[config.mk]
export PLATFORM = sky130hd
export DESIGN_NAME = rail_monitor_diag_registers
export DESIGN_NICKNAME = d
export VERILOG_FILES = /design/src/logic/rail_monitor_pkg.sv /design/src/logic/rail_monitor_diag_registers.sv
export VERILOG_INCLUDE_DIRS = /design/src /design/src/logic
export SDC_FILE = /design/constraint.sdc
export NUM_CORES = 1
export LEC_CHECK = 0
export BUFFER_PORTS_ARGS = -buffer_cell sky130_fd_sc_hd__buf_2
export CAP_MARGIN = 20
export CORE_MARGIN = 4
export CORE_UTILIZATION = 35
export CTS_BUF_LIST = sky130_fd_sc_hd__clkbuf_8
export DETAILED_ROUTE_END_ITERATION = 8
export PLACE_DENSITY = 0.61
export SYNTH_ARGS = -nofsm -noshare
export SYNTH_HDL_FRONTEND = slang
export SYNTH_SLANG_ARGS = --single-unit
[constraint.sdc]
create_clock -name i_mclk -period 8.57 [get_ports i_mclk]
set_clock_uncertainty 0.15 [all_clocks]
set_input_delay 0.4285 -clock i_mclk [delete_from_list [all_inputs] [get_ports i_mclk]]
set_output_delay 0.4285 -clock i_mclk [all_outputs]
set_load 0.01 [all_outputs]
[src/logic/rail_monitor_defines.svh]
`ifndef RAIL_MONITOR_DEFINES_SVH
`define RAIL_MONITOR_DEFINES_SVH
`define RMD_LDO4_OFS 16'h8028
`define RMD_LDO5_OFS 16'h802c
`define RMD_LDO6_OFS 16'h8030
`define RMD_LDO7_OFS 16'h8034
`define RMD_WARN_OFS 16'h8038
`define RMD_FAULT_OFS 16'h803c
`define RMD_ERR_OFS 16'h8040
`define RMD_TRIG_OFS 16'h8044
`define RMD_STAT_OFS 16'h8048
`define RMD_A_CTRL_OFS 16'h804c
`define RMD_A_HI_OFS 16'h8050
`define RMD_A_LO_OFS 16'h8054
`define RMD_A_WID_OFS 16'h8058
`define RMD_B_CTRL_OFS 16'h805c
`define RMD_B_HI_OFS 16'h8060
`define RMD_B_LO_OFS 16'h8064
`define RMD_LDO_LOW_RST 3'h1
`define RMD_LDO_HIGH_RST 2'h1
`define RMD_WARN_RST 28'h5555555
`define RMD_FAULT_RST 28'hfaaaaaa
`define RMD_ERR_LIMIT_RST 3'h7
`define RMD_ERR_PER_LSB 3
`define RMD_ERR_SYS_LSB 0
`define RMD_STAT_PASS_LSB 9
`define RMD_STAT_ALL_PASS 8
`define RMD_STAT_DONE_LSB 1
`define RMD_STAT_ALL_DONE 0
`define RMD_HI_RST 18'h0047e
`define RMD_LO_RST 18'h00352
`define RMD_WID_RST 18'h00898
`define RMD_CTRL_RST 3'h0
`define RMD_CLK_NS 10
`define RMD_TICK_NS 500
`define RMD_TICK_CYC (`RMD_TICK_NS / `RMD_CLK_NS)
`endif

[src/logic/rail_monitor_pkg.sv]
package rail_monitor_pkg;
	typedef struct packed {
		logic wr;
		logic rd;
		logic [15:0] addr;
		logic [31:0] wdata;
	} reg_req_t;
	typedef struct packed {
		logic long_block;
		logic short_block;
		logic check_on;
	} pulse_ctrl_t;
endpackage

[src/logic/rail_monitor_diag_registers.sv]
`timescale 1ns/1ns
`include "rail_monitor_defines.svh"

// What this block does
// [RULE1] regulators 4,5: 3-bit code, reset 1
// [RULE2] regulators 6,7: 2-bit code, reset 1
// [RULE3] fourteen warning width fields, reset 01
// [RULE4] fourteen fault widths, external 8%, feedback 6%
// [RULE5] peripheral error limit field, reset 7
// [RULE6] system error limit field, reset 7
// [RULE7] host writes one to start self test
// [RULE8] seven per-check done flags, bits 7..1
// [RULE9] seven per-check pass flags, bits 15..9
// [RULE10] bit 8 overall pass, bit 0 overall done
// [RULE11] input a width check runs when enabled
// [RULE12] input a long pulse fault, maskable
// [RULE13] input a short pulse fault, maskable
// [RULE14] input a long limit, 500 ns units
// [RULE15] input a short limit, 500 ns units
// [RULE16] self test records input a pulse width
// [RULE17] input b masks behave like input a
// [RULE18] input b control bit 0 enables check
// [RULE19] input b long limit, 500 ns units
// [RULE20] new trigger clears done and pass flags
// [RULE21] reserved bits read zero, ignore writes
module rail_monitor_diag_registers #(
	parameter int WIDTH_BITS = 18
) (
	// clock and reset
	input wire logic i_mclk,
	input wire logic i_rst,
	// decoded register access from the serial control port
	input wire rail_monitor_pkg::reg_req_t i_req,
	output logic [31:0] o_rdata,
	output logic o_rvalid,
	// regulator and monitor settings
	output logic [2:0] o_reg4_voltage_code,
	output logic [2:0] o_reg5_voltage_code,
	output logic [1:0] o_reg6_voltage_code,
	output logic [1:0] o_reg7_voltage_code,
	output logic [27:0] o_warning_widths,
	output logic [27:0] o_fault_widths,
	output logic [2:0] o_peripheral_error_limit,
	output logic [2:0] o_system_error_limit,
	// self test
	output logic o_selftest_go,
	input wire logic [6:0] i_check_done,
	input wire logic [6:0] i_check_pass,
	// watchdog input pins and pulse width faults
	input wire logic i_watchdog_input_a,
	input wire logic i_watchdog_input_b,
	output logic [1:0] o_long_fault,
	output logic [1:0] o_short_fault
);
	localparam logic [5:0] TICK_LAST = 6'(`RMD_TICK_CYC - 1);

	rail_monitor_pkg::pulse_ctrl_t ctrl [2], next_ctrl [2];
	logic [WIDTH_BITS-1:0] long_limit [2], next_long_limit [2];
	logic [WIDTH_BITS-1:0] short_limit [2], next_short_limit [2];
	logic [WIDTH_BITS-1:0] selftest_width, next_selftest_width;
	logic [WIDTH_BITS-1:0] width_seen [2];
	logic pulse_end [2];
	logic [2:0] next_reg4, next_reg5;
	logic [1:0] next_reg6, next_reg7;
	logic [27:0] next_warn, next_fault;
	logic [2:0] next_per, next_sys;
	logic trig, next_trig, next_go;
	logic busy, next_busy;
	logic [6:0] done, next_done, pass, next_pass;
	logic [5:0] tick_cnt, next_tick_cnt;
	logic tick, next_tick;
	logic [31:0] next_rdata;
	logic [1:0] pins;
	assign pins = {i_watchdog_input_b, i_watchdog_input_a};

	// register writes and self test flags
	always_comb
	begin
		next_reg4 = o_reg4_voltage_code;
		next_reg5 = o_reg5_voltage_code;
		next_reg6 = o_reg6_voltage_code;
		next_reg7 = o_reg7_voltage_code;
		next_warn = o_warning_widths;
		next_fault = o_fault_widths;
		next_per = o_peripheral_error_limit;
		next_sys = o_system_error_limit;
		next_trig = trig;
		next_go = 1'b0;
		next_ctrl = ctrl;
		next_long_limit = long_limit;
		next_short_limit = short_limit;
		next_selftest_width = selftest_width;
		if (i_req.wr)
		begin
			// only the documented field bits are stored; the rest is dropped
			case (i_req.addr) // see [RULE21]
				`RMD_LDO4_OFS: next_reg4 = i_req.wdata[2:0]; // see [RULE1]
				`RMD_LDO5_OFS: next_reg5 = i_req.wdata[2:0]; // see [RULE1]
				`RMD_LDO6_OFS: next_reg6 = i_req.wdata[1:0]; // see [RULE2]
				`RMD_LDO7_OFS: next_reg7 = i_req.wdata[1:0]; // see [RULE2]
				`RMD_WARN_OFS: next_warn = i_req.wdata[27:0]; // see [RULE3]
				`RMD_FAULT_OFS: next_fault = i_req.wdata[27:0]; // see [RULE4]
				`RMD_ERR_OFS:
				begin
					next_per = i_req.wdata[`RMD_ERR_PER_LSB +: 3]; // see [RULE5]
					next_sys = i_req.wdata[`RMD_ERR_SYS_LSB +: 3]; // see [RULE6]
				end
				`RMD_TRIG_OFS:
				begin
					next_trig = i_req.wdata[0];
					next_go = i_req.wdata[0]; // see [RULE7]
				end
				`RMD_A_CTRL_OFS: next_ctrl[0] = i_req.wdata[2:0]; // see [RULE11]
				`RMD_A_HI_OFS: next_long_limit[0] = i_req.wdata[WIDTH_BITS-1:0]; // see [RULE14]
				`RMD_A_LO_OFS: next_short_limit[0] = i_req.wdata[WIDTH_BITS-1:0]; // see [RULE15]
				`RMD_A_WID_OFS: next_selftest_width = i_req.wdata[WIDTH_BITS-1:0];
				`RMD_B_CTRL_OFS: next_ctrl[1] = i_req.wdata[2:0]; // see [RULE17] [RULE18]
				`RMD_B_HI_OFS: next_long_limit[1] = i_req.wdata[WIDTH_BITS-1:0]; // see [RULE19]
				`RMD_B_LO_OFS: next_short_limit[1] = i_req.wdata[WIDTH_BITS-1:0];
				default: next_trig = trig;
			endcase
		end
		// a done pulse in the trigger cycle still lands
		next_done = (next_go ? 7'h00 : done) | i_check_done; // see [RULE20] [RULE8]
		next_pass = ((next_go ? 7'h00 : pass) & ~i_check_done)
			| (i_check_pass & i_check_done); // see [RULE9]
		next_busy = next_go | (busy & ~(&next_done));
		// hardware capture beats a host write in the same cycle
		if (busy && pulse_end[0])
			next_selftest_width = width_seen[0]; // see [RULE16]
	end

	always_ff @(posedge i_mclk or posedge i_rst)
	begin
		if (i_rst)
		begin
			o_reg4_voltage_code <= `RMD_LDO_LOW_RST;
			o_reg5_voltage_code <= `RMD_LDO_LOW_RST;
			o_reg6_voltage_code <= `RMD_LDO_HIGH_RST;
			o_reg7_voltage_code <= `RMD_LDO_HIGH_RST;
			o_warning_widths <= `RMD_WARN_RST;
			o_fault_widths <= `RMD_FAULT_RST;
			o_peripheral_error_limit <= `RMD_ERR_LIMIT_RST;
			o_system_error_limit <= `RMD_ERR_LIMIT_RST;
			trig <= 1'b0;
			o_selftest_go <= 1'b0;
			busy <= 1'b0;
			done <= 7'h00;
			pass <= 7'h00;
			ctrl[0] <= `RMD_CTRL_RST;
			ctrl[1] <= `RMD_CTRL_RST;
			long_limit[0] <= `RMD_HI_RST;
			long_limit[1] <= `RMD_HI_RST;
			short_limit[0] <= `RMD_LO_RST;
			short_limit[1] <= `RMD_LO_RST;
			selftest_width <= `RMD_WID_RST;
		end
		else
		begin
			o_reg4_voltage_code <= next_reg4;
			o_reg5_voltage_code <= next_reg5;
			o_reg6_voltage_code <= next_reg6;
			o_reg7_voltage_code <= next_reg7;
			o_warning_widths <= next_warn;
			o_fault_widths <= next_fault;
			o_peripheral_error_limit <= next_per;
			o_system_error_limit <= next_sys;
			trig <= next_trig;
			o_selftest_go <= next_go;
			busy <= next_busy;
			done <= next_done;
			pass <= next_pass;
			ctrl <= next_ctrl;
			long_limit <= next_long_limit;
			short_limit <= next_short_limit;
			selftest_width <= next_selftest_width;
		end
	end

	// read data, one cycle after the request
	always_comb
	begin
		next_rdata = 32'h00000000;
		if (i_req.rd)
		begin
			case (i_req.addr) // see [RULE21]
				`RMD_LDO4_OFS: next_rdata[2:0] = o_reg4_voltage_code;
				`RMD_LDO5_OFS: next_rdata[2:0] = o_reg5_voltage_code;
				`RMD_LDO6_OFS: next_rdata[1:0] = o_reg6_voltage_code;
				`RMD_LDO7_OFS: next_rdata[1:0] = o_reg7_voltage_code;
				`RMD_WARN_OFS: next_rdata[27:0] = o_warning_widths;
				`RMD_FAULT_OFS: next_rdata[27:0] = o_fault_widths;
				`RMD_ERR_OFS: next_rdata[5:0] = {o_peripheral_error_limit, o_system_error_limit};
				`RMD_TRIG_OFS: next_rdata[0] = trig;
				`RMD_STAT_OFS:
				begin
					next_rdata[`RMD_STAT_PASS_LSB +: 7] = pass; // see [RULE9]
					next_rdata[`RMD_STAT_ALL_PASS] = (&pass) & (&done); // see [RULE10]
					next_rdata[`RMD_STAT_DONE_LSB +: 7] = done; // see [RULE8]
					next_rdata[`RMD_STAT_ALL_DONE] = &done; // see [RULE10]
				end
				`RMD_A_CTRL_OFS: next_rdata[2:0] = ctrl[0];
				`RMD_A_HI_OFS: next_rdata[WIDTH_BITS-1:0] = long_limit[0];
				`RMD_A_LO_OFS: next_rdata[WIDTH_BITS-1:0] = short_limit[0];
				`RMD_A_WID_OFS: next_rdata[WIDTH_BITS-1:0] = selftest_width;
				`RMD_B_CTRL_OFS: next_rdata[2:0] = ctrl[1];
				`RMD_B_HI_OFS: next_rdata[WIDTH_BITS-1:0] = long_limit[1];
				`RMD_B_LO_OFS: next_rdata[WIDTH_BITS-1:0] = short_limit[1];
				default: next_rdata = 32'h00000000;
			endcase
		end
	end

	always_ff @(posedge i_mclk or posedge i_rst)
	begin
		if (i_rst)
		begin
			o_rdata <= 32'h00000000;
			o_rvalid <= 1'b0;
		end
		else
		begin
			o_rdata <= next_rdata;
			o_rvalid <= i_req.rd;
		end
	end

	// 500 ns time base shared by both width monitors
	always_comb
	begin
		next_tick = (tick_cnt == TICK_LAST);
		next_tick_cnt = next_tick ? 6'h00 : tick_cnt + 6'h01;
	end

	always_ff @(posedge i_mclk or posedge i_rst)
	begin
		if (i_rst)
		begin
			tick_cnt <= 6'h00;
			tick <= 1'b0;
		end
		else
		begin
			tick_cnt <= next_tick_cnt;
			tick <= next_tick;
		end
	end

	generate
		for (genvar c = 0; c < 2; c++)
		begin : g_mon
			logic sync1, sync2, level_prev;
			logic [WIDTH_BITS-1:0] cnt, next_cnt;
			logic next_long, next_short;
			// width is counted in whole 500 ns ticks while the pin is high
			always_comb
			begin
				next_cnt = cnt;
				if (sync2 && !level_prev)
					next_cnt = '0;
				else if (sync2 && tick && cnt != '1) // saturate: a stuck pin never wraps short
					next_cnt = cnt + 1'b1;
				next_long = pulse_end[c] && ctrl[c].check_on && !ctrl[c].long_block
					&& (cnt > long_limit[c]); // see [RULE12] [RULE17]
				next_short = pulse_end[c] && ctrl[c].check_on && !ctrl[c].short_block
					&& (cnt < short_limit[c]); // see [RULE13] [RULE17]
			end

			assign pulse_end[c] = level_prev && !sync2;
			assign width_seen[c] = cnt;

			always_ff @(posedge i_mclk or posedge i_rst)
			begin
				if (i_rst)
				begin
					sync1 <= 1'b0;
					sync2 <= 1'b0;
					level_prev <= 1'b0;
					cnt <= '0;
					o_long_fault[c] <= 1'b0;
					o_short_fault[c] <= 1'b0;
				end
				else
				begin
					sync1 <= pins[c];
					sync2 <= sync1;
					level_prev <= sync2;
					cnt <= next_cnt;
					o_long_fault[c] <= next_long;
					o_short_fault[c] <= next_short;
				end
			end

		end
	endgenerate
endmodule // rail_monitor_diag_registers

# After elaboration in Yosys (flattened, before gate mapping)
# Cells that the tools add are included.
[word_totals] register_bits=271 output_inout_bits=110 input_bits=68 wordCells=144
[op_classes] muxes=20 bitwise=9 n_reduce_logical=49 add_sub_neg=3 order_cmp=4 n_eq_ne=19
[ops] cell="$eq 16x16->1 const B" count=16
[ops] cell="$mux 18" count=7
[ops] cell="$pmux 10 s8" count=1
[ops] cell="$add 18x1->18 const B" count=2
[ops] cell="$gt 18x18->1" count=2
[ops] cell="$lt 18x18->1" count=2
[ops] cell="$ne 18x18->1 const B" count=2
[ops] cell="$reduce_and 2->1" count=15
[ops] cell="$mux 28" count=1
[ops] cell="$pmux 3 s9" count=1
[ops] cell="$reduce_and 7->1" count=3
[ops] cell="$pmux 10 s2" count=1
[ops] cell="$logic_and 1x1->1" count=19
[ops] cell="$pmux 1 s16" count=1
[ops] cell="$pmux 1 s15" count=1
[ops] cell="$and 7x7->7" count=2
[ops] cell="$mux 7" count=2
[ops] cell="$or 7x7->7" count=2
[ops] cell="$pmux 2 s7" count=1
[ops] cell="$pmux 1 s13" count=1
[ops] cell="$logic_not 1->1" count=8
[ops] cell="$reduce_bool 2->1" count=4
[ops] cell="$not 7->7" count=1
[ops] cell="$add 6x1->6 const B" count=1
[ops] cell="6 further kinds" count=8

# Depth between registers and ports, before layout
[logic_depth] word_depth=9 depth_mapped=8 ltp_nobuf=7

# Least setup slack after synthesis
# Ideal clock, no wire load.
[synth_path] path_kind="input to register" start="input port i_req[45] (netlist bit)" end="register ctrl[3] (netlist bit)" path_stages=7 n_path_buf=2 arrival_time_ns=2.321 path_slack_ns=5.974 setup_ns=0.125 t_required_ns=8.295 path_cell_list="or4b_1 -> buf_4 -> buf_2 -> nor4_1 -> nand2_1 -> nor2_1 -> mux2_2"
[synth_between] elab_chain_len=2
[synth_lines] element="start: declaration" line_no="rail_monitor_diag_registers.sv:33" source="input wire rail_monitor_pkg::reg_req_t i_req,"
[synth_lines] element="$eq 16x16->1" line_no="rail_monitor_diag_registers.sv:96" source="case (i_req.addr)"
[synth_lines] element="$reduce_and 2->1 (no line)"
[synth_lines] element="end signal: assignment" line_no="rail_monitor_diag_registers.sv:173" source="ctrl <= next_ctrl;"
[synth_lines] element="end: declaration" line_no="rail_monitor_diag_registers.sv:57" source="rail_monitor_pkg::pulse_ctrl_t ctrl [2], next_ctrl [2];"
# No other way between the ends.
# A chain may end at the register's enable or synchronous reset.

# Final worst setup path
[layout_path] start="input port i_req[41] (netlist bit)" end="register o_fault_widths[16]"
[layout_between] elab_chain_len=2
[layout_lines] element="$eq 16x16->1" line_no="rail_monitor_diag_registers.sv:96"
[layout_lines] element="$reduce_and 2->1 (no line)"
[layout_lines] element="end signal: assignment" line_no="rail_monitor_diag_registers.sv:142" source="o_fault_widths <= `RMD_FAULT_RST;"
[layout_lines] element="end signal: assignment" line_no="rail_monitor_diag_registers.sv:165" source="o_fault_widths <= next_fault;"
[layout_lines] element="end: declaration" line_no="rail_monitor_diag_registers.sv:42" source="output logic [27:0] o_fault_widths,"
# No other way between the ends.

==> summary.txt <==
Global route
  • GR Util All Layers: 19.87%
  • Largest net degree at the start of global routing: 157
  • Initial antenna violation count: 2
  • Total gr overflow: 0
  • Vias in the first global route: 11270
  • Global-route wire length before repair: 68030 um

Place
  • Dpl cell area: 0.01531 mm^2
  • # port buffers: 169
  • Detailed Place HPWL: 31560 um
  • RePlAce Congestion: 0.9348

Detailed routing
  • Drt initial violations: 868
  • Drt via density: 5.437
  • DRC: 0
  • WL/cell: 21.67 um
  • Final wirelength: 43860 um
  • Via Count: 11000
  • Antenna Violating Nets Remaining: 0
  • Pre-antenna DRT Iters: 6

Clocking
  • Clk root buf: clkbuf_8
  • Sink Count: 267
  • Total setup buffers inserted after CTS: 0
  • H-tree depth: 2
  • Post-CTS Resized: 0
  • Hold-fix buffers, CTS: 47
  • CTS Buf Count: 48
  • Clock Latency Late Sink: 0.63 ns
  • Clock Path Buffers: 3
  • Clock Pin Slew Worst Setup and Hold Paths: 0.06 ns
  • TritonCTS clock tree: yes

STA
  • Pins Over Slew Limit: 0
  • Rel. slew slack: 23.91%
  • F_max: 309.1 MHz
  • RSZ-0062 raised after global routing: false
  • Final worst path period need: 3.236 ns
  • Final setup fails: 0
  • Period Utilization, post-route: 37.75%
  • Actual slew at the worst max-slew pin: 1.141 ns
  • Final setup TNS: 0 ns
  • Final hold violations: 0

Floorplan
  • Die height: 207.7 um
  • Number of core rows: 72
  • Die X: 207.7 um
  • # IOs: 178
  • Die Area: 0.04313 mm^2
  • Initial Util: 35.78%
  • Core area: 0.03901 mm^2

Worst setup path
  • Worst path top cell family by delay: simple AND/OR/NAND/NOR gates
  • Reg2Reg Setup Slack: 5.85 ns
  • RR Startpoint: g_mon[0].cnt[1]
  • Reg2reg path depth: 7
  • Crit. End Element: flip-flop
  • Critical path cell sequence: buf_2 > or4_1 > nor4_4 > buf_4 > nand2_4 > mux2_1
  • Crit Path Class: input pin to flip-flop
  • Critical R2R Capture: g_mon[0].cnt[0]
  • WP data required: 8.90 ns
  • CP arrival: 3.57 ns
  • CP bufs+invs: 2
  • CP startpoint kind: input pin
  • Critical Path Fanout Max: 28
  • CP max stage cell: or4_1
  • Critical Path Max Stage Delay: 0.98 ns

Layout
  • Final net count: 1608
  • Proportion of layout cells with a drive suffix above 1: 30.52%
  • Design area: 0.01678 mm^2
  • Fillcell total: 3624
  • Syn-to-layout area delta: 20.26%

Yosys
  • Yosys warns: 0
  • Mapped cell area: 0.01396 mm^2
  • Flop and latch count out of synthesis: 267
  • Synth top area share: 35.68%
  • Dominant cells by area after synthesis: dfrtp_1 36%, dfstp_2 13%, mux2_2 9.1%
  • EDFF count, synth: 0
  • Asr flop ratio synth: 100.0%
  • Post-synth top cells: 199 x dfrtp_1, 113 x mux2_2, 84 x nand2_1, 82 x inv_1, 74 x ha_1
  • Netlist cell types: 72
  • Top-count cell post-synth: dfrtp_1
  • Syn avg cell area: 11.26 um^2
  • Part of the Yosys area used for sequential elements: 48.48%
  • Yosys top cell by area: dfrtp_1
  • Post-Synthesis Cells: 1239
  • Ys flop type: dfrtp_1

Pwr
  • Total design power: 2.642 mW
  • Max VDD drop: 0.09537 mV
  • Pwr Density: 157.4 mW/mm^2
  • LEAKAGE: 8.021 nW

Worst hold path
  • Hold Path Class: input pin to flip-flop
  • Hold Crit Start: i_req[11]
  • WHS Path Cells: 3
  • Hold path endpoint: selftest_width[11]

Outcome
  • Status: finished, final reports clean

Job
  • Max Cap Viol: 0
==> worst max-delay path by stage <==
stage / from / endpoint / cells past startpoint
5_1_grt: i_req[41] / o_fault_widths[14] / 6
3_3_place_gp: i_req[41] / o_fault_widths[14] / 6
6_report: i_req[41] / o_fault_widths[16] / 6
3_5_place_dp: i_req[41] / o_fault_widths[10] / 6
2_1_floorplan: i_rst / busy / 1
4_1_cts: i_req[41] / o_fault_widths[16] / 6
==> flip-flops by register name, indices dropped and copies added, names as in the netlist, 3 cells and up <==
register / cells
g_mon.cnt: 36
long_limit: 36
short_limit: 36
o_fault_widths: 28
o_rdata: 28
o_warning_widths: 28
selftest_width: 18
done: 7
pass: 7
ctrl: 6
tick_cnt: 6
o_peripheral_error_limit: 3
o_reg4_voltage_code: 3
o_reg5_voltage_code: 3
o_system_error_limit: 3
==> power breakdown <==
group | total (mW) | switching [mW] | internal (mW) | leakage [nW]
registers | 1.29 | 0.0132 | 1.27 | 3.40
clock network | 1.24 | 0.552 | 0.684 | 0.584
logic | 0.118 | 0.0784 | 0.0396 | 4.04
==> per-layer routing <==
metal / vias up / wire length [um] / global-route usage (%)
met5: - / 0 / 0
met4: 0 / 1574 / 6.976
li1: 5044 / - / -
met3: 94 / 2283 / 3.325
met2: 333 / 21150 / 33.36
met1: 5533 / 18860 / 26.13
==> cell families after synthesis <==
family / count (synthesis) / share of synthesized area, %
simple gates: 316 / 12.89
flops: 267 / 48.48
compound gates: 247 / 12.44
mux: 173 / 13.78
buf+inv: 139 / 4.357
fa+ha+maj: 74 / 6.634
xor+xnor: 22 / 1.381
other cells: 1 / 0.02687
==> per-stage QoR <==
stage                     setup WS (ns)  utilization, %  std cells  hold slack, ns
after detailed placement          4.732           39.24       1886          0.1970
final                             5.334           43.03       2024         0.04207
after global routing              5.292           43.02       2023         0.04065
after CTS                         5.370           43.00       2021        0.008187
after global placement            4.770           39.16       1883          0.1960
after floorplan                  0.7504               -       1242          0.1812
==> worst min-delay path, stage by stage <==
cell and delay, ns:
buf_2 0.17, a21oi_1 0.13, o21ai_0 0.08
==> area by class of cell <==
cell class                 instances  area (um^2)  share of cell area [%]
antenna                            2        5.005                 0.02982
multi-input combinational        836         6603                   39.34
sequential                       267         6766                   40.32
clock buffer                      59        812.0                   4.838
inverter                          82        315.3                   1.879
timing repair buffer             231         1450                   8.640
clock inverter                    29        183.9                   1.096
tap                              518        648.1                   3.862
==> placed cells by master (no fill, tap or decap), types with 13 or more instances in the layout <==
cell type / netlist / final
a22o_1: 16 / 16
a21oi_1: 38 / 38
nand2_1: 84 / 84
dfrtp_1: 199 / 199
buf_2: 12 / 170
nand3_1: 18 / 18
dfstp_2: 68 / 68
a221oi_1: 14 / 14
xor2_1: 13 / 13
mux2i_1: 20 / 20
o21ai_0: 50 / 50
nor2_1: 60 / 60
dlygate4sd3_1: 0 / 47
mux2_2: 113 / 113
mux2_1: 40 / 40
a21o_1: 23 / 23
nand4_1: 28 / 28
clkbuf_8: 0 / 59
inv_1: 82 / 100
a22oi_1: 27 / 27
ha_1: 74 / 74
(Power assumes the default switching activity.)
